### config.mk
export PLATFORM = sky130hd
export DESIGN_NAME = nsf_host
export DESIGN_NICKNAME = d
export VERILOG_FILES = /design/src/verilog/nsf_pkg.sv /design/src/verilog/nsf_host.sv /design/src/verilog/nsf_cycle.sv
export SDC_FILE = /design/constraint.sdc
export NUM_CORES = 1
export LEC_CHECK = 0
export BUFFER_PORTS_ARGS = -buffer_cell sky130_fd_sc_hd__buf_2
export CORE_MARGIN = 1.5
export CORE_UTILIZATION = 45
export DETAILED_ROUTE_END_ITERATION = 6
export PLACE_DENSITY = 0.69
export SLEW_MARGIN = 20
export SYNTH_ARGS = -nofsm -noshare
export SYNTH_HDL_FRONTEND = slang
export SYNTH_SLANG_ARGS = --single-unit
### constraint.sdc
create_clock -name mclk -period 3.5 [get_ports mclk]
set_clock_uncertainty 0.05 [all_clocks]
set_input_delay 0.35 -clock mclk [delete_from_list [all_inputs] [get_ports mclk]]
set_output_delay 0.35 -clock mclk [all_outputs]
set_load 0.01 [all_outputs]
### src/verilog/nsf_pkg.sv
// Purpose: Constants shared by the NAND status and feature host controller.
// Assumes: 8-bit asynchronous NAND bus, one clock at 100 MHz.
// Notes: Offsets of the controller's own Avalon-MM registers are word indices.
package nsf_pkg;
	// ****************************************
	// Clock and pin timing
	// ****************************************
	localparam int CLK_PERIOD_NS = 10;
	localparam int STROBE_NS = 30;
	localparam int STROBE_CYC = (STROBE_NS + CLK_PERIOD_NS - 1) / CLK_PERIOD_NS;
	localparam int WG_SETTLE_US = 100;
	localparam int WG_SETTLE_CYC = WG_SETTLE_US * 1000 / CLK_PERIOD_NS;
	localparam logic [3:0] STROBE_CNT = 4'(STROBE_CYC);
	localparam logic [3:0] STROBE_SPLIT = 4'(STROBE_CYC / 2);

	// ****************************************
	// Device commands and feature layout
	// ****************************************
	localparam logic [7:0] CMD_READ = 8'h00;
	localparam logic [7:0] CMD_STATUS = 8'h70;
	localparam logic [7:0] CMD_STATUS_ENH = 8'h78;
	localparam logic [7:0] CMD_SET_FEAT = 8'hEF;
	localparam logic [7:0] CMD_GET_FEAT = 8'hEE;
	localparam logic [7:0] CMD_SET_LUN_FEAT = 8'hD5;
	localparam logic [7:0] CMD_GET_LUN_FEAT = 8'hD4;
	localparam logic [7:0] CMD_RESET = 8'hFF;
	localparam logic [7:0] FEAT_DRIVE = 8'h10;
	localparam logic [7:0] OUTPUT_DRIVE_SELECT_OFS = 8'h10;
	localparam logic [7:0] OUTPUT_DRIVE_SELECT_RST = 8'h00;
	localparam logic [7:0] DRIVE_MAX = 8'h03;
	localparam logic [7:0] LUN_MAX = 8'h03;
	localparam logic [7:0] RESERVED_PARAM = 8'h00;

	// ****************************************
	// Status byte fields
	// ****************************************
	localparam int ST_FAIL = 0;
	localparam int ST_PREV_FAULT = 1;
	localparam int ST_ARRAY_IDLE = 5;
	localparam int ST_READY = 6;
	localparam int ST_UNPROT = 7;

	// ****************************************
	// Controller registers (word index on Avalon-MM)
	// ****************************************
	localparam logic [2:0] REG_CTRL = 3'h0;
	localparam logic [2:0] REG_ADDR = 3'h1;
	localparam logic [2:0] REG_WDATA = 3'h2;
	localparam logic [2:0] REG_STAT = 3'h3;
	localparam logic [2:0] REG_RDATA = 3'h4;
	localparam logic [2:0] REG_WGUARD = 3'h5;
	localparam int CTRL_GO = 8;
	localparam logic [31:0] UNMAPPED_READ = 32'h0000_0000;

	// ****************************************
	// Sequencer states
	// ****************************************
	typedef enum logic [3:0] {
		NSF_IDLE = 4'b0000,
		NSF_CMD = 4'b0001,
		NSF_ADDR = 4'b0010,
		NSF_WAIT_RB = 4'b0011,
		NSF_DATA_OUT = 4'b0100,
		NSF_DATA_IN = 4'b0101,
		NSF_DONE = 4'b0110,
		NSF_ERROR = 4'b0111
	} nsf_state_e;
endpackage : nsf_pkg

### src/verilog/nsf_host.sv
// Purpose: Host controller for status reads and feature access of a NAND device.
// Assumes: Software orders operations over Avalon-MM; one operation at a time.
// Notes: The device's ready/busy line and data bus pass two flip-flops first.
//
// Register access over Avalon-MM was chosen for this implementation.
`timescale 1ns/1ps
// Notes on behaviour
// - Status mode persists until next command; issue read command to resume data.
// - Enhanced status command is followed by three row address cycles.
// - Never send enhanced status during reset or one-time-programmable mode.
// - Never send reset while a set feature sequence runs.
// - Once get feature bytes start, all four are read first.
// - Hold write guard low during power up and power down.
// - Multi-plane addresses share LUN and page, differ in plane.
// - Multi-plane copy-back stays inside its plane.
// - Pages of a block are programmed in ascending order.
module nsf_host
	import nsf_pkg::*;
#(
	parameter int WG_SETTLE = WG_SETTLE_CYC
)
(
	// Clock and reset.
	input wire logic mclk,
	input wire logic srst,
	// Avalon-MM slave.
	input wire logic [2:0] avs_address,
	input wire logic avs_read,
	input wire logic avs_write,
	input wire logic [31:0] avs_writedata,
	output logic [31:0] avs_readdata,
	output logic avs_waitrequest,
	// NAND control pins.
	output logic chip_sel_low,
	output logic cmd_latch,
	output logic addr_latch,
	output logic write_strobe_low,
	output logic read_strobe_low,
	output logic write_guard_low,
	// NAND data bus, two-way.
	input wire logic [7:0] io_in,
	output logic [7:0] io_out,
	output logic io_oe,
	// Ready/busy, open drain from device.
	input wire logic ready_busy_low
);
	// ****************************************
	// Pin synchronisers
	// ****************************************
	logic [7:0] io_s1_ff, io_s2_ff;
	logic rb_s1_ff, rb_s2_ff;
	always_ff @(posedge mclk)
	begin
		io_s1_ff <= io_in;
		io_s2_ff <= io_s1_ff;
		rb_s1_ff <= ready_busy_low;
		rb_s2_ff <= rb_s1_ff;
	end

	// ****************************************
	// Registers
	// ****************************************
	logic [7:0] op_cmd_ff, op_addr_ff, op_lun_ff;
	logic [31:0] wdata_ff, rdata_ff;
	logic [7:0] status_ff;
	logic illegal_ff, done_flag_ff, wg_enable_ff;
	logic [23:0] row_ff;
	logic [$clog2(WG_SETTLE+1)-1:0] wg_cnt_ff;
	nsf_state_e state_ff, nxt_state;
	logic [2:0] idx_ff;
	logic go;

	// Function: number of address bytes after a command.
	function automatic logic [2:0] addr_count(input logic [7:0] c);
		case (c)
			CMD_STATUS_ENH: addr_count = 3'h3;
			CMD_SET_FEAT, CMD_GET_FEAT: addr_count = 3'h1;
			CMD_SET_LUN_FEAT, CMD_GET_LUN_FEAT: addr_count = 3'h2;
			default: addr_count = 3'h0;
		endcase
	endfunction : addr_count

	// Function: whether a command is legal with the present settings.
	// Only read, status, feature and reset commands are issued, so no program or
	// multi-plane sequence ever reaches the device from this controller.
	function automatic logic cmd_legal(input logic [7:0] c, input logic [7:0] lun,
		input logic [7:0] fa, input logic [7:0] p1);
		logic lun_ok;
		logic known;
		lun_ok = (c != CMD_SET_LUN_FEAT && c != CMD_GET_LUN_FEAT) || lun <= LUN_MAX;
		known = c == CMD_READ || c == CMD_STATUS || c == CMD_STATUS_ENH ||
			c == CMD_SET_FEAT || c == CMD_GET_FEAT || c == CMD_SET_LUN_FEAT ||
			c == CMD_GET_LUN_FEAT || c == CMD_RESET;
		if (c == CMD_SET_FEAT || c == CMD_SET_LUN_FEAT)
			cmd_legal = known && lun_ok && fa == FEAT_DRIVE && p1 <= DRIVE_MAX;
		else
			cmd_legal = known && lun_ok;
	endfunction : cmd_legal

	// Decode of bus accesses.
	wire bus_wr = avs_write && !avs_waitrequest;
	wire wr_ctrl = bus_wr && avs_address == REG_CTRL;
	wire idle = state_ff == NSF_IDLE || state_ff == NSF_DONE || state_ff == NSF_ERROR;
	// Enhanced status is refused while the device is still busy after a reset.
	wire enh_blocked = avs_writedata[7:0] == CMD_STATUS_ENH && !rb_s2_ff;
	wire cur_legal = cmd_legal(avs_writedata[7:0], op_lun_ff, op_addr_ff, wdata_ff[7:0]) &&
		!enh_blocked;
	assign go = wr_ctrl && avs_writedata[CTRL_GO] && idle;
	assign avs_waitrequest = 1'b0;

	// Register writes from software, with their reset values.
	always_ff @(posedge mclk)
	begin
		if (srst)
		begin
			op_cmd_ff <= CMD_READ;
			op_addr_ff <= OUTPUT_DRIVE_SELECT_OFS;
			op_lun_ff <= 8'h00;
			row_ff <= 24'h000000;
			wdata_ff <= {{3{RESERVED_PARAM}}, OUTPUT_DRIVE_SELECT_RST};
			wg_enable_ff <= 1'b0;
		end
		else if (bus_wr)
		begin
			if (avs_address == REG_CTRL)
				op_cmd_ff <= avs_writedata[7:0];
			if (avs_address == REG_ADDR)
			begin
				op_addr_ff <= avs_writedata[7:0];
				op_lun_ff <= avs_writedata[15:8];
				row_ff <= avs_writedata[23:0];
			end
			if (avs_address == REG_WDATA)
				wdata_ff <= {{3{RESERVED_PARAM}}, avs_writedata[7:0]};
			if (avs_address == REG_WGUARD)
				wg_enable_ff <= avs_writedata[0];
		end
	end

	// Write guard: low after reset, released only after settling time.
	wire wg_done = wg_cnt_ff == ($clog2(WG_SETTLE+1))'(WG_SETTLE);
	always_ff @(posedge mclk)
	begin
		if (srst)
			wg_cnt_ff <= '0;
		else if (!wg_enable_ff)
			wg_cnt_ff <= '0;
		else if (!wg_done)
			wg_cnt_ff <= wg_cnt_ff + 1'b1;
	end
	assign write_guard_low = wg_enable_ff && wg_done;

	// ****************************************
	// Bus cycle engine
	// ****************************************
	logic cyc_start, cyc_read, cyc_busy, cyc_done;
	logic [7:0] cyc_data;
	nsf_cycle u_cycle (
		.mclk(mclk),
		.srst(srst),
		.start(cyc_start),
		.is_read(cyc_read),
		.busy(cyc_busy),
		.done(cyc_done),
		.write_strobe_low(write_strobe_low),
		.read_strobe_low(read_strobe_low),
		.bus_in(io_s2_ff),
		.rd_data(cyc_data)
	);

	wire is_status = op_cmd_ff == CMD_STATUS || op_cmd_ff == CMD_STATUS_ENH;
	wire is_get = op_cmd_ff == CMD_GET_FEAT || op_cmd_ff == CMD_GET_LUN_FEAT;
	wire is_set = op_cmd_ff == CMD_SET_FEAT || op_cmd_ff == CMD_SET_LUN_FEAT;
	wire [2:0] n_addr = addr_count(op_cmd_ff);
	wire rb_ready = rb_s2_ff;

	// Next state of the sequencer.
	always_comb
	begin
		nxt_state = state_ff;
		case (state_ff)
			NSF_IDLE, NSF_DONE, NSF_ERROR:
				if (go)
					nxt_state = cur_legal ? NSF_CMD : NSF_ERROR;
			NSF_CMD:
				if (cyc_done)
					nxt_state = n_addr != 3'h0 ? NSF_ADDR : (is_status ? NSF_DATA_OUT : NSF_DONE);
			NSF_ADDR:
				if (cyc_done && idx_ff == n_addr - 3'h1)
					nxt_state = is_set ? NSF_DATA_IN : (is_get ? NSF_WAIT_RB : NSF_DATA_OUT);
			NSF_DATA_IN:
				if (cyc_done && idx_ff == 3'h3)
					nxt_state = NSF_WAIT_RB;
			NSF_WAIT_RB:
				if (rb_ready && !cyc_busy)
					nxt_state = is_get ? NSF_DATA_OUT : NSF_DONE;
			NSF_DATA_OUT:
				if (cyc_done && (is_status || idx_ff == 3'h3))
					nxt_state = NSF_DONE;
			default:
				nxt_state = NSF_IDLE;
		endcase
	end

	// Cycle requests and pin values.
	wire in_cyc_state = state_ff == NSF_CMD || state_ff == NSF_ADDR ||
		state_ff == NSF_DATA_IN || state_ff == NSF_DATA_OUT;
	wire [7:0] addr_byte = op_cmd_ff == CMD_STATUS_ENH ? row_ff[8*idx_ff[1:0] +: 8] :
		(idx_ff == 3'h0 && n_addr == 3'h2) ? op_lun_ff : op_addr_ff;
	assign cyc_start = in_cyc_state && !cyc_busy && !cyc_done;
	assign cyc_read = state_ff == NSF_DATA_OUT;
	assign chip_sel_low = state_ff != NSF_IDLE && state_ff != NSF_DONE && state_ff != NSF_ERROR;
	assign cmd_latch = state_ff == NSF_CMD && cyc_busy;
	assign addr_latch = state_ff == NSF_ADDR && cyc_busy;

	// Sequencer state, byte index and captured results.
	always_ff @(posedge mclk)
	begin
		if (srst)
		begin
			state_ff <= NSF_IDLE;
			idx_ff <= 3'h0;
			status_ff <= 8'h00;
			rdata_ff <= 32'h0000_0000;
			illegal_ff <= 1'b0;
			done_flag_ff <= 1'b0;
			io_out <= 8'h00;
			io_oe <= 1'b0;
		end
		else
		begin
			state_ff <= nxt_state;
			if (state_ff != nxt_state)
				idx_ff <= 3'h0;
			else if (cyc_done)
				idx_ff <= idx_ff + 3'h1;
			if (go)
			begin
				illegal_ff <= !cur_legal;
				done_flag_ff <= 1'b0;
			end
			else if (nxt_state == NSF_DONE && state_ff != NSF_DONE)
				done_flag_ff <= 1'b1;
			// Status capture keeps all eight bits of the device byte.
			if (state_ff == NSF_DATA_OUT && cyc_done && is_status)
				status_ff <= cyc_data;
			if (state_ff == NSF_DATA_OUT && cyc_done && is_get)
				rdata_ff[8*idx_ff[1:0] +: 8] <= cyc_data;
			io_oe <= state_ff == NSF_CMD || state_ff == NSF_ADDR || state_ff == NSF_DATA_IN;
			case (state_ff)
				NSF_CMD: io_out <= op_cmd_ff;
				NSF_ADDR: io_out <= addr_byte;
				NSF_DATA_IN: io_out <= wdata_ff[8*idx_ff[1:0] +: 8];
				default: io_out <= 8'h00;
			endcase
		end
	end

	// Read multiplexer.
	wire [31:0] stat_word = {16'h0000, status_ff, 4'h0, illegal_ff, !rb_ready,
		done_flag_ff, !idle};
	always_comb
	begin
		avs_readdata = UNMAPPED_READ;
		if (avs_read)
		begin
			case (avs_address)
				REG_CTRL: avs_readdata = {24'h000000, op_cmd_ff};
				REG_ADDR: avs_readdata = {8'h00, row_ff};
				REG_WDATA: avs_readdata = wdata_ff;
				REG_STAT: avs_readdata = stat_word;
				REG_RDATA: avs_readdata = rdata_ff;
				REG_WGUARD: avs_readdata = {31'h0, wg_enable_ff};
				default: avs_readdata = UNMAPPED_READ;
			endcase
		end
	end
endmodule : nsf_host

### src/verilog/nsf_cycle.sv
// Purpose: One NAND bus cycle (command, address, data write or data read).
// Assumes: Cycle of twice STROBE_CNT clocks, strobe asserted until the last STROBE_SPLIT clocks.
// Notes: Read data is sampled from the synchronised bus at the strobe deassertion.
`timescale 1ns/1ps
module nsf_cycle
	import nsf_pkg::*;
(
	// Clock and reset.
	input wire logic mclk,
	input wire logic srst,
	// Request side.
	input wire logic start,
	input wire logic is_read,
	output logic busy,
	output logic done,
	// Strobes.
	output logic write_strobe_low,
	output logic read_strobe_low,
	// Data sampled from the bus.
	input wire logic [7:0] bus_in,
	output logic [7:0] rd_data
);
	logic [3:0] cnt_ff;
	logic active_ff;
	logic rd_ff;
	logic [7:0] rd_data_ff;
	logic done_ff;
	wire low_phase = active_ff && (cnt_ff > STROBE_SPLIT);
	wire last = active_ff && (cnt_ff == 4'h1);

	// Strobe shaping and completion.
	assign busy = active_ff;
	assign done = done_ff;
	assign rd_data = rd_data_ff;
	assign write_strobe_low = low_phase && !rd_ff;
	assign read_strobe_low = low_phase && rd_ff;

	// Cycle counter runs twice STROBE_CNT clocks.
	always_ff @(posedge mclk)
	begin
		if (srst)
		begin
			cnt_ff <= 4'h0;
			active_ff <= 1'b0;
			rd_ff <= 1'b0;
			done_ff <= 1'b0;
			rd_data_ff <= 8'h00;
		end
		else
		begin
			done_ff <= last;
			if (start && !active_ff)
			begin
				cnt_ff <= STROBE_CNT + STROBE_CNT;
				active_ff <= 1'b1;
				rd_ff <= is_read;
			end
			else if (active_ff)
			begin
				cnt_ff <= cnt_ff - 4'h1;
				active_ff <= !last;
			end
			if (active_ff && rd_ff && cnt_ff == STROBE_SPLIT + 4'h1)
				rd_data_ff <= bus_in;
		end
	end
endmodule : nsf_cycle

Yosys cells after proc, flatten, opt, wreduce, memory -nomap -nowiden --
Cells that the tools add are included.
Storage, ports and cells: flip-flop bits (word level) 162, input port bits 48
Cells by class: $add $sub $neg 5, magnitude comparators 3, equality and inequality tests 38, shift operators 4, multiplexer cells 25, bitwise operators 1, reduce and logical (&&, ||, !) cells 76
Operator list (count):
- 32-bit case mux with 6 select lines | 1
- 8-bit == test (second input constant) | 9
- 5-bit negator with 34-bit output | 1
- 8-bit by 34-bit variable shift with 32-bit output (first input constant) | 1
- 8-bit by 34-bit indexed part select with 32-bit output | 1
- 32-bit bitwise mux | 1
- 8-bit by 7-bit == test with 1-bit output (second input constant) | 4
- 1-bit logical AND | 32
- 32-bit two-way mux | 1
- 32-bit by 6-bit indexed part select with 8-bit output | 1
- 4-bit two-way mux | 6
- 4-bit case mux with 6 select lines | 1
- 8-bit case mux with 3 select lines | 1
- 24-bit by 6-bit indexed part select with 8-bit output | 1
- 4-bit by 3-bit == test with 1-bit output (second input constant) | 5
- 1-bit logical OR | 18
- 3-bit two-way mux | 6
- 8-bit by 2-bit less-or-equal comparator with 1-bit output (second input constant) | 2
- 8-bit two-way mux | 2
- 8-bit inequality test (second input constant) | 2
- 14-bit by 1-bit adder with 14-bit output (second input constant) | 1
- 14-bit == test (second input constant) | 1
- 3-bit by 2-bit == test with 1-bit output (second input constant) | 4
- 4-bit by 2-bit == test with 1-bit output (second input constant) | 3
- 25 further kinds | 47

Depth between registers and ports, before layout --
Gate-level depths: netlist (run 1).
word-level depth 18, mapped depth 12

By module --
A second synthesis (run 1) with hierarchy kept.
Unflattened totals: cell total of the unflattened synthesis 859, area, all modules 7075.5 um^2
Modules (own cells, without submodules):
- nsf_host | times used 1, cells each 787, area each 6364.9 um^2, seq. area each 2642.5 um^2
- nsf_cycle | times used 1, cells each 72, area each 710.7 um^2, seq. area each 300.3 um^2

Worst setup path after synthesis (run 1) --
Ideal clock, no wire load.
kind register to register, from reg op_cmd_ff[7], to reg idx_ff[0], library setup time 0.086 ns, arrival 2.527 ns, required time 3.364 ns, path slack 0.838 ns, cell stages (with the launch flop) 13, period minus slack after synthesis 2.662 ns, path through dfxtp_1 > nor4b_2 > nand4_2 > clkbuf_1 > o21a_1 > ha_1 > xnor2_1 > nor3_1 > nand3_1 > o21ai_1 > o2111a_1 > nand3_1 > a211oi_1
On the way: cells in the longest elaborated chain, start to end 10, elaborated cells between the ends (all ways) 30, those cells by class add/sub (1); eq/ne (8); mux (11); reduce/logical (10)
RTL lines:
- from (decl) | RTL line nsf_host.sv:63 | logic [7:0] op_cmd_ff, op_addr_ff, op_lun_ff;
- from (signal assigned) | RTL line nsf_host.sv:126 | op_cmd_ff <= avs_writedata[7:0];
- 8-bit == test, on equally long branches | RTL line nsf_host.sv:75, nsf_host.sv:172, nsf_host.sv:173
- 2-bit OR reduction | RTL line nsf_host.sv:75 | case (c)
- 2-bit case mux with 3 select lines | RTL line nsf_host.sv:75
- 3-bit by 1-bit subtractor with 3-bit output | RTL line nsf_host.sv:189 | if (cyc_done && idx_ff == n_addr - 3'h1)
- 3-bit == test | RTL line nsf_host.sv:189
- 1-bit logical AND | RTL line nsf_host.sv:189
- 4-bit two-way mux | RTL line nsf_host.sv:189
- 4-bit case mux with 6 select lines (*) | RTL line nsf_host.sv:181 | case (state_ff)
- 4-bit inequality test (*) | RTL line nsf_host.sv:233 | if (state_ff != nxt_state)
- 2-bit OR reduction (no line) (*)
- to (signal assigned) | RTL line nsf_host.sv:236 | idx_ff <= idx_ff + 3'h1;
- to (decl) | RTL line nsf_host.sv:70 | logic [2:0] idx_ff;
Mark *: on every way between the ends. The rest lies on a longest branch, timed or not. A chain may end at the register's enable or synchronous reset.

Worst setup path in the final report (run 1) --
Ends and elaborated chain as after synthesis.

==> flow_results.org, run 1 <==
** Clock network
- Hold Buf Count CTS :: 9
- Num CTS Buffers :: 17
- Maximum root-to-sink buffer count :: 2
- The clock net in this run drives a total of about 150 sinks.
- Cells resized by post-CTS repair :: 0
- TritonCTS built the clock tree.
- The number of setup buffers added after CTS is 0.
- Clk_lat worst skew :: 440 ps
- The H-tree generated during clock tree synthesis spans 4 levels.
- Clock transition at the register clock pins on the worst setup and hold paths after CTS :: 70 ps
- CTS placed an instance of sky130_fd_sc_hd__clkbuf_16 at the clock tree root.

** Floorplanning
- For this configuration, the core starts out at a cell density of a little under half.
- Core Region :: 15200 um2
- The floorplan step set the die height to 128 um.
- For this design the top-level I/O count stands at 96.
- The die is 128 um wide.
- Number of core rows :: 45
- Die ar. :: ~16000 um2

** Synth
- Number of enable flip-flop cells after synthesis :: 0
- Portion of the post-synthesis area used by sequential elements :: 42.0%
- The number of different library cells used by synthesis comes to 60.
- The synthesized netlist devotes 16.1% of its cell area to compound gates.
- Adder-cell share of the synthesized area :: 2.68%
- After Yosys synthesis, and, or, nand and nor cells account for 25.2% of the synthesized area.
- The largest total area in the synthesized netlist belongs to sky130_fd_sc_hd__dfxtp_1.
- Of the post-synthesis cell area, the part taken by muxes is 7.07%.
- Largest family of logic cells by synthesized area :: simple AND/OR/NAND/NOR gates
- In the synthesized netlist the async set-or-reset flop fraction comes to 0%.
- Yosys warning count :: 0
- In this run, synthesis produced a sequential element count of 147.
- Xor-xnor portion of the synthesized cell area :: under 10%
- Area share of the largest cell type after synthesis :: approximately two fifths
- Synth Cell Area :: 7010 um2
- After synthesis, the mean cell area works out to 8.19 um2.
- In the synthesized netlist the dominant register cell turns out to be sky130_fd_sc_hd__dfxtp_1.
- Synthesis produced about 860 cells.
- By area the synthesized netlist is led by sky130_fd_sc_hd__dfxtp_1 (42%), sky130_fd_sc_hd__a21oi_1 (7.5%), sky130_fd_sc_hd__nand2_1 (7.1%).

** Placement
- Number of placed cells counting well taps :: 1093
- GPL Wtd Cong :: 0.899
- Input and output buffers added on the ports amount to between 80 and 90.
- Half-perimeter wire length of the detailed placement result :: 13.7 mm

** STA
- Static timing analysis puts the maximum clock frequency at 336 MHz.
- Fin crit period :: 2980 ps
- RSZ-0062 raised after global routing :: false
- The max-slew violation count is 0.
- Share of the cycle needed by the critical path after routing :: a little under nine tenths
- Setup violations remaining at the end of the flow were counted as 0.
- Final hold violation count :: 0
- Measured against its own limit, the worst slew margin works out to 36.7%.
- At the pin with the least slew margin, the transition time is 945 ps.
- Total negative setup slack :: 0 ps

** Global route
- For this run, the total global-route usage over all layers was measured as 25.0%.
- Wire length of the first global-routing pass :: 31.5 mm
- Initial antenna violation count :: 0
- The via count of the first global-routing pass is approximately 6k.
- Total congestion overflow after global routing :: 0
- Entering global routing, the biggest net connects 43 pins.

** Drt
- Via count :: roughly 6.5k
- Length of the first detailed-routing pass in iterations :: 7
- Post-Route WL :: 19.7 mm
- Using the TritonRoute via totals, the vias-per-cell ratio works out to 5.71.
- After detailed routing, the number of remaining DRC violations is 0.
- After the first detailed-routing iteration, the DRC count stood at around 640.
- Dividing the detail-routed wire length by the instance count gives 17.4 um.
- Once detail routing completed, the nets flagged for antenna violations numbered 0.

** Finish
- Number of antenna diodes :: 0
- Net total in the final layout :: 996
- Area overhead of the layout relative to synthesis :: 17.5%
- The layout has 1464 filler cells.
- Post-Layout Cell Count :: 1134
- Share of cells above drive strength 1 :: around 17%

** Setup path
- The critical path in this run is classified as register to register.
- Cell type of the slowest stage on the worst timing path :: sky130_fd_sc_hd__dfxtp_1
- STA classifies the critical path startpoint as a register.
- Number of buffer and inverter stages on the critical path :: 1
- Cell depth of the worst setup path :: 12
- Along the worst path, the maximum fanout reaches 18.
- By instance count, the cell type seen most on the critical path is sky130_fd_sc_hd__nand3_1.
- Among cell families on the critical path, the largest total delay comes from simple AND/OR/NAND/NOR gates.
- Crit-path max cell delay :: 380 ps
- Cell count of the worst reg-to-reg path :: 12
- Critical Path End Type :: register
- For the worst setup path, the data arrival time is 3280 ps.
- STA puts the critical path data required time at 3800 ps.
- Worst-path cell chain :: nor4b_2, nand4_2, buf_4, o21a_1, ha_1, xnor2_1, nor3_1, nand3_1, o21ai_1, o2111a_1, nand3_1, a211oi_1

** Power and ir drop
- Total power consumption of the routed design :: between 0.003 and 0.004 W
- Power spread over the standard cell area amounts to 453 nW/um2.
- Summed over all cells, the static leakage comes to 3.21 nW.
- Worst VDD drop :: between 0.3 and 0.4 mV

** Worst hold path
- Number of instances on the worst hold path :: 3
- The min-delay analysis places its worst path in the category primary input to register.

** Status
- Run status :: completed

** Run
- The tool flagged a number of max-cap violations equal to 0.
[cell families (layout without fill, tap and decap cells)]
family,count (synthesis),count (layout)
simple gates,374,374
flops,147,147
buf+inv,71,160
fa+ha+maj,15,15
compound gates,184,184
mux,47,47
other cells,1,2
xor+xnor,17,17
[flip-flops by register name, indices dropped and copies added, names as in the netlist, 3 cells and up]
register         flops
u_cycle.cnt_ff       4
rdata_ff            32
op_addr_ff           7
status_ff            8
wdata_ff             8
io_s2_ff             8
io_s1_ff             8
state_ff             4
io_out               8
op_cmd_ff            8
idx_ff               3
u_cycle.rd_data      8
row_ff              11
op_lun_ff            7
wg_cnt_ff           14
[through the flow]
step                util (%)  setup WS (ps)  instance area (um2)  hold WS, ps
floorplan                  -            838                 7010          260
finish                  54.1            522                 8230         93.6
global placement        49.5            659                 7530          261
detailed placement      49.5            591                 7530          262
global route            54.1            266                 8230         88.1
CTS                     54.1            547                 8230         85.7
[metal layers]
layer | routed length, um | vias up | global-route usage (%)
met3 | 1490 | 37 | 4.97
met1 | 8870 | 3014 | 34.1
met2 | 8820 | 263 | 38.3
met5 | 0 | - | 0
li1 | - | 3164 | -
met4 | 497 | 0 | 11.0
[cells in the final DEF, fill, tap and decap left out, drive strengths merged, types with 10 or more instances in the layout]
cell and n:
and3 17, ha 15, clkbuf 17, a31oi 16
a22oi 16, mux2 10, mux2i 36, nand3 46
inv 23, nor2 98, nand2 134, dfxtp 147
nor4 11, buf 102, nor3 13, a21oi 106
[final cells by class]
| cell class | instances | area (um2) | area share, % |
|---|---|---|---|
| repair buffers | 111 | 641 | 7.78 |
| clock buffers | 17 | 425 | 5.17 |
| multi-input cells | 639 | 3740 | 45.4 |
| clock inverters | 15 | 186 | 2.26 |
| well taps | 188 | 235 | 2.86 |
| inverters | 17 | 63.8 | 0.775 |
| flip-flops and latches | 147 | 2940 | 35.8 |
[cell usage after synthesis, drive strengths merged, types with 6 or more instances]
master  number
a221oi       8
dfxtp      147
mux2        10
nand3       46
nand2      134
nand4        8
o21ai        9
a21oi      106
a222oi       8
a31oi       16
xnor2        9
a22oi       16
ha          15
nor3        13
nor2b        9
inv         17
xor2         8
clkbuf      45
nand2b       6
buf          9
and3        17
nor2        98
nor4        11
mux2i       36
and2         6
[tightest hold or removal path, cell delays in order]
cell and delay (ps):
sky130_fd_sc_hd__buf_2 90, sky130_fd_sc_hd__nand2_1 50, sky130_fd_sc_hd__a21oi_1 50
[where the power goes]
group | switching, W | internal [W] | total (W)
registers | 0.0000244 | 0.00170 | 0.00172
clock network | 0.000869 | 0.000967 | 0.00184
logic | 0.000110 | 0.0000605 | 0.000170
total | 0.00100 | 0.00272 | 0.00373
[final timing paths]
check	from	endpoint	slack, ps
min	avs_writedata[13]	op_lun_ff[5]$_SDFFE_PP0P_	90
min reg2reg	io_s1_ff[3]$_DFF_P_	io_s2_ff[3]$_DFF_P_	280
max reg2reg	op_cmd_ff[7]$_SDFFE_PP0P_	idx_ff[0]$_SDFFE_PP0P_	520
max	op_cmd_ff[7]$_SDFFE_PP0P_	idx_ff[0]$_SDFFE_PP0P_	520
(Power assumes the default switching activity.)
==> run 2: changes to the inputs <==
Settings changed: CTS_BUF_LIST from default to sky130_fd_sc_hd__clkbuf_4 sky130_fd_sc_hd__clkbuf_8.
==> flow_results.org, run 2 (synthesized netlist as in run 1, its figures left out) <==
** Power and ir drop
- The switching share of power was 28.8% (+1.9 points).
- Total net switching power :: 0.000932 W (-7.1%)
- Worst VDD drop :: 0.295 mV (-17%)
- The static leakage was 3.13 nW (-2.7%).
- The total chip power is 0.00324 W (-13%).
- Internal cell power :: 0.00230 W (-15%)
- The proportion of power drawn by flip-flops and latches came to 53.1% (+6.9 points).
- Portion of total power attributed to the clock network :: 41.7% (-7.6 points)
- The part of the total power dissipated in combinational logic came to 5.2% (+0.6 points).
- The power density over the cells is 403 nW/um2 (-11%).

** Global route
- Initial antenna violation count :: 0 (unchanged)
- The met2 usage in global routing is 38.2% (-0.063 points).
- Wire length of the first global-routing pass :: 31.0 mm (-1.5%)
- The final global-route overflow total is 0 (unchanged).
- The maximum number of pins on one net before global-route repair came to 43 (unchanged).
- The overall global routing resource usage came to 24.5% (-0.50 points).
- Top Usage Layer GRT :: met2
- The met3 layer usage reported by global route was 5.05% (+0.083 points).
- The via count of the first global-routing pass came to 5827 (-1.5%).
- The fraction of met1 tracks used by global routing came to 34.0% (-0.17 points).

** Finish
- Most flop-heavy register :: rdata_ff
- Number of antenna diodes :: 0 (unchanged)
- Leaving out fill and tap cells, the most frequent cell in the layout is sky130_fd_sc_hd__dfxtp_1.
- Number of fill cells :: 1483 (+1.3%)
- Biggest registers after layout :: rdata_ff: 32 flops, wg_cnt_ff: 14 flops, row_ff: 11 flops
- The final-stage net count came to 996 (unchanged).
- The number of flip-flops in the largest register is 32 (unchanged).
- Area overhead of the layout relative to synthesis :: 14.7%
- Area used by sequential logic in the layout :: 2940 um2 (unchanged)
- The proportion of layout cells with a drive suffix above 1 was 16.7% (unchanged).
- Area used by multi-input combinational logic :: 3740 um2 (unchanged)
- Commonest cells after routing, fill and taps aside :: sky130_fd_sc_hd__dfxtp_1 (147), sky130_fd_sc_hd__nand2_1 (133), sky130_fd_sc_hd__a21oi_1 (105)

** Drt
- Count of antenna-violating nets left after detailed routing :: 0 (unchanged)
- The detailed router's first-iteration violation count came to 574 (-9.9%).
- Post-Route WL :: 19.5 mm (-0.92%)
- Length of the first detailed-routing pass in iterations :: 6 (-1)
- Average wire per standard cell :: 17.2 um (-0.92%)
- The post-detailed-route via-to-cell ratio came to 5.72 (about the same).
- DRC errors left :: 0 (unchanged)
- Via count :: 6483 (+0.077%)

** Placement
- Half-perimeter wire length of the detailed placement result :: 13.7 mm (unchanged)
- GPL Wtd Cong :: 0.899 (unchanged)
- The number of port buffers came to 86 (unchanged).

** Setup path
- Crit-path max cell delay :: 390 ps (about the same)
- Cell type of the slowest stage on the worst timing path :: sky130_fd_sc_hd__dfxtp_1
- STA classifies the critical path startpoint as a register.
- Critical path peak fanout :: 18 (unchanged)
- Most prevalent standard cell on the critical path :: sky130_fd_sc_hd__nand3_1
- The buffering stage count on the worst path with inverters included was 1 (unchanged).
- Kind of cell adding the most delay to the critical path :: simple AND/OR/NAND/NOR gates
- Worst reg2reg setup slack :: 550 ps (+30 ps)
- The required time of the critical path came to 3830 ps (+30 ps).
- STA classifies the critical path endpoint as a register.
- Worst-path cell chain :: nor4b_2, nand4_2, buf_4, o21a_1, ha_1, xnor2_1, nor3_1, nand3_1, o21ai_1, o2111a_1, nand3_1, a211oi_1
- WP data arrival :: 3280 ps (about the same)
- The setup path with the least slack is of type register to register.

** STA
- The max-slew violation count is 0 (unchanged).
- The slew at the pin with the worst max-slew slack was 932 ps (-12.8 ps).
- The final setup TNS is 0 ps (unchanged).
- Final Setup Violations :: 0 (unchanged)
- The minimum period implied by the final worst setup slack came to 2950 ps (-29.8 ps).
- F_max :: 339 MHz (+1.0%)
- Final hold violation count :: 0 (unchanged)
- Share of the cycle needed by the critical path after routing :: 84.2% (-0.85 points)
- Relative slew slack :: 37.5% (+0.86 points)
- Setup repair after global routing left no endpoint under its margin.

** Floorplanning
- The core area came to 15200 um2 (unchanged).
- Top-Level Pins :: 96 (unchanged)
- The floorplan row count is 45 (unchanged).
- Die span in x :: 128 um (unchanged)
- Die ar. :: 16300 um2 (unchanged)
- Initial Utilization :: 46.1% (unchanged)
- Vertical die dimension :: 128 um (unchanged)

** Clock network
- The clock network latency to the later pin of the worst-skew pair is 470 ps (+30 ps).
- Num CTS Buffers :: 17 (unchanged)
- The number of H-tree levels came to 4 (unchanged).
- Clock sink total :: 147 (unchanged)
- Clock transition at the register clock pins on the worst setup and hold paths after CTS :: 100 ps (+30 ps)
- Clock tree synthesis selected as its root buffer the cell sky130_fd_sc_hd__clkbuf_8.
- Maximum root-to-sink buffer count :: 2 (unchanged)
- TritonCTS built the clock tree.

** Worst hold path
- HP Class :: primary input to register

** Status
- The flow ran to the end, and the final reports show no timing, DRC or antenna violations.

** Run
- Number of maximum-capacitance violations :: 0 (unchanged)
run 2: cell counts in the layout (fill, tap and decap cells not counted):
Identical to the previous run, type by type.
run 2: layout make-up:
class | instances | area share [%]
clock buffers | 17 | 2.91
inverters | 17 | 0.794
multi-input cells | 639 | 46.5
clock inverters | 15 | 2.32
flip-flops and latches | 147 | 36.6
repair buffers | 111 | 7.97
well taps | 188 | 2.93
run 2: power by group through the flow:
| stage | combinational (W) | sequential (W) | clock [W] |
|---|---|---|---|
| 2_1_floorplan | 0.000103 | 0.00174 | 0 |
| 3_3_place_gp | 0.000158 | 0.00176 | 0 |
| 3_5_place_dp | 0.000159 | 0.00176 | 0 |
| 4_1_cts | 0.000167 | 0.00172 | 0.00136 |
| 5_1_grt | 0.000185 | 0.00172 | 0.00144 |
| 6_report | 0.000169 | 0.00172 | 0.00135 |
run 2: timing repair:
item	in CTS	in global routing
buffers inserted	0	0
endpoints found under the setup margin	0	0
endpoints found under the hold margin	9	0
hold buffers	9	0
gates resized for setup	0	0
run 2: routing by layer:
metal,up-vias,routed length (um)
met1,3046,8830
met5,-,0
met4,0,260
met2,253,8890
li1,3166,-
met3,18,1510
run 2: worst min-delay path: cells and delay by family:
kind / cells / cell delay, ps
buffers and inverters: 1 / 90
AND/OR/NAND/NOR: 1 / 50
AO/OA/AOI/OAI: 1 / 50
run 2: per-stage QoR:
stage	instances	hold WS [ps]	worst slack [ps]	instance area, um2	util (%)
after global placement	1093	261	659	7530	49.5
after global routing	1134	39.5	335	8040	52.9
after CTS	1134	43.8	567	8040	52.9
final	1134	58.6	552	8040	52.9
after detailed placement	1093	262	591	7530	49.5
after floorplan	857	260	838	7010	-
run 2: worst paths after layout:
kind / from / to / cells after the start
max reg2reg: op_cmd_ff[7]$_SDFFE_PP0P_ / idx_ff[1]$_SDFFE_PP0P_ / 12
max: op_cmd_ff[7]$_SDFFE_PP0P_ / idx_ff[1]$_SDFFE_PP0P_ / 12
min reg2reg: io_s1_ff[2]$_DFF_P_ / io_s2_ff[2]$_DFF_P_ / 0
min: avs_writedata[11] / op_lun_ff[3]$_SDFFE_PP0P_ / 3
==> run 3: changes to the inputs <==
Settings changed: PLACE_DENSITY 0.69 to 0.71.
Clock period 3.5 ns to 2.6 ns, I/O delays scaled along.
==> flow_results.org, run 3 (synthesized netlist as in run 1, its figures left out) <==
** Drt
- Length of the first detailed-routing pass in iterations :: 6 (unchanged)
- The detailed-route wire length per cell was 17.2 um (about the same).
- Mean number of vias per cell :: 5.72 (about the same)
- DRC errors left :: 0 (unchanged)
- The detailed router's first-iteration violation count is 732 (+28%).
- The remaining number of nets flagged by the antenna check after routing came to 0 (unchanged).
- The post-detailed-routing wire length came to 20.3 mm (+4.2%).
- The via total after detailed routing is 6750 (+4.1%).

** Clock network
- TritonCTS clock tree :: yes
- Clock transition at the register clock pins on the worst setup and hold paths after CTS :: 100 ps (about the same)
- Number of levels in the clock H-tree :: 4 (unchanged)
- The number of clock buffers inserted by TritonCTS is 17 (unchanged).
- The count of clock tree sinks is 147 (unchanged).
- Maximum root-to-sink buffer count :: 2 (unchanged)
- The tree is rooted in a sky130_fd_sc_hd__clkbuf_8.
- Clk_lat worst skew :: 470 ps (about the same)

** Floorplanning
- Core Region :: 15200 um2 (unchanged)
- The die area is 16300 um2 (unchanged).
- Die span in x :: 128 um (unchanged)
- Top-Level Pins :: 96 (unchanged)
- Vertical die dimension :: 128 um (unchanged)
- Number of core rows :: 45 (unchanged)
- Initial Utilization :: 46.1% (unchanged)

** STA
- The worst hold slack was 31.2 ps (-27.5 ps).
- Worst-Margin Slew :: 607 ps (-325 ps)
- Number of max-slew violations in the final report :: 0 (unchanged)
- Share of the cycle needed by the critical path after routing :: 101% (+16 points)
- Final Setup Violations :: 2 (+2)
- Fin crit period :: 2610 ps (-333 ps)
- Setup repair after global routing could not meet its margin everywhere.
- The top achievable clock speed is 382 MHz (+13%).
- Minimum setup slack in the final design :: -14.5 ps (-567 ps)
- The final hold violation count came to 0 (unchanged).
- Relative slew slack :: 59.6% (+22 points)

** Placement
- GPL Wtd Cong :: 0.983 (+9.3%)
- The placed instance count is 1120 (+2.5%).
- Total of buffers placed on input and output ports :: 86 (unchanged)
- Half-perimeter wire length of the detailed placement result :: 14.2 mm (+3.4%)

** Setup path
- The number of gates on the worst path with buffers counted is 10 (-2).
- The worst setup path is captured at a register.
- Broken down by cell family, the worst path's largest delay share belongs to simple AND/OR/NAND/NOR gates.
- The number of cells on the worst reg-to-reg path came to 10 (-2).
- The buffering stage count on the worst path with inverters included is 0 (-1).
- The worst setup path is launched from a register.
- The worst path arrival time was 2960 ps (-320 ps).
- Required time of the worst setup path :: 2940 ps (-890 ps)
- Worst reg2reg setup slack :: -10 ps (-570 ps)
- The startpoint identified for the worst register-to-register timing path is op_cmd_ff[1]$_SDFFE_PP0P_.
- Cell type of the slowest stage on the worst timing path :: sky130_fd_sc_hd__or4b_4
- Kind of critical path :: register to register
- The maximum fanout along the worst path is 3 (-15).
- Crit-path max cell delay :: 540 ps (+150 ps)
- Worst reg2reg endpoint :: idx_ff[0]$_SDFFE_PP0P_
- The signal on the critical path passes through or4b_4, o21a_1, ha_1, xnor2_1, nor3_2, nand3_1, o21ai_1, o2111a_2, nand3_2, a211oi_2.

** Finish
- Area used by sequential logic in the layout :: 2950 um2 (about the same)
- Area overhead of the layout relative to synthesis :: 21.9%
- Most frequent standard cell in the layout excluding fill and tap cells :: sky130_fd_sc_hd__dfxtp_1
- Biggest registers after layout :: rdata_ff: 32 flops, wg_cnt_ff: 14 flops, row_ff: 11 flops
- The count of filler cells inserted in the layout was 1436 (-3.2%).
- The area used by multi-input combinational logic is 3810 um2 (+1.8%).
- Post-Layout Cell Count :: 1181 (+4.1%)
- The number of flip-flops in the largest register was 32 (unchanged).
- Net total in the final layout :: 1043 (+4.7%)
- Share of cells above drive strength 1 :: 20.6% (+3.9 points)
- Most flop-heavy register :: rdata_ff
- Commonest cells after routing, fill and taps aside :: sky130_fd_sc_hd__dfxtp_1 (145), sky130_fd_sc_hd__nand2_1 (133), sky130_fd_sc_hd__a21oi_1 (104)
- Number of antenna diodes :: 0 (unchanged)

** Global route
- Total global routing track utilization :: 25.1% (+0.60 points)
- Total congestion overflow after global routing :: 0 (unchanged)
- The wire length of the first global-routing pass is 32.1 mm (+3.5%).
- The maximum number of pins on one net before global-route repair is 77 (+79%).
- The via count of the first global-routing pass came to 6172 (+5.9%).
- The number of antenna violations at the first check in global routing is 0 (unchanged).

** Worst hold path
- The number of instances on the worst hold path was 3 (unchanged).
- HP Class :: primary input to register
- For hold timing, the worst endpoint is op_lun_ff[6]$_SDFFE_PP0P_.
- The worst hold path begins at avs_writedata[14].

** Power and ir drop
- Leakage power summed over all cells :: 3.37 nW (+7.9%)
- Power density over the cells :: 516 nW/um2 (+28%)
- Worst VDD drop :: 0.329 mV (+12%)

** Run
- Number of maximum-capacitance violations :: 0 (unchanged)

** Status
- The checks that failed: negative setup slack.
- Run status :: finished, violations left
==> run 3: routing by layer <==
layer	vias to the layer above	routed length (um)	track usage, %
li1	3260	-	-
met1	3200	9350	34.4
met2	265	9240	39.5
met3	25	1380	4.97
met4	0	350	8.39
met5	-	0	0
==> run 3: power by group <==
| part | switching (W) | internal, W | total (W) |
|---|---|---|---|
| clock | 0.00109 | 0.000741 | 0.00183 |
| combinational | 0.000159 | 0.000107 | 0.000266 |
| sequential | 0.0000285 | 0.00228 | 0.00231 |
==> run 3: through the flow <==
stage | setup TNS (ps) | util [%] | instance area (um2) | setup WS [ps] | power [W]
floorplan | -9.23 | - | 7040 | -4.61 | 0.00249
finish | -23.3 | 56.2 | 8540 | -14.5 | 0.00441
global placement | -31.4 | 51.1 | 7770 | -15.2 | 0.00259
CTS | -55.1 | 55.7 | 8460 | -26.7 | 0.00442
detailed placement | -291 | 51.1 | 7770 | -82.0 | 0.00259
global route | -956 | 56.2 | 8540 | -181 | 0.00455
==> run 3: worst max path at each step <==
stage,start,to
6_report,op_cmd_ff[1]$_SDFFE_PP0P_,idx_ff[0]$_SDFFE_PP0P_
3_3_place_gp,op_cmd_ff[1]$_SDFFE_PP0P_,idx_ff[0]$_SDFFE_PP0P_
2_1_floorplan,op_cmd_ff[2]$_SDFFE_PP0P_,idx_ff[0]$_SDFFE_PP0P_
5_1_grt,op_cmd_ff[1]$_SDFFE_PP0P_,idx_ff[0]$_SDFFE_PP0P_
3_5_place_dp,op_cmd_ff[1]$_SDFFE_PP0P_,idx_ff[1]$_SDFFE_PP0P_
4_1_cts,op_cmd_ff[1]$_SDFFE_PP0P_,idx_ff[1]$_SDFFE_PP0P_
==> run 3: layout make-up <==
| cell class | instances | share of cell area, % |
|---|---|---|
| sequential | 147 | 34.5 |
| timing repair buffer | 158 | 12.5 |
| clock buffer | 17 | 2.74 |
| tap | 188 | 2.75 |
| multi-input combinational | 639 | 44.6 |
| clock inverter | 15 | 2.23 |
| inverter | 17 | 0.747 |
==> run 3: repair_timing <==
item | CTS | global route
hold buffers | 23 | 0
setup buffers | 4 | 2
endpoints found under the setup margin | 4 | 13
hold endpoints to repair | 23 | 0
gates cloned | 0 | 0
gates resized for setup | 1 | 15
pin swaps | 4 | 22
==> run 3: worst register-to-register path, stage by stage (launching register included) <==
cell,delay [ps]
sky130_fd_sc_hd__dfxtp_2,340
sky130_fd_sc_hd__or4b_4,540
sky130_fd_sc_hd__o21a_1,220
sky130_fd_sc_hd__ha_1,310
sky130_fd_sc_hd__xnor2_1,140
sky130_fd_sc_hd__nor3_2,160
sky130_fd_sc_hd__nand3_1,90
sky130_fd_sc_hd__o21ai_1,90
sky130_fd_sc_hd__o2111a_2,250
sky130_fd_sc_hd__nand3_2,140
sky130_fd_sc_hd__a211oi_2,210
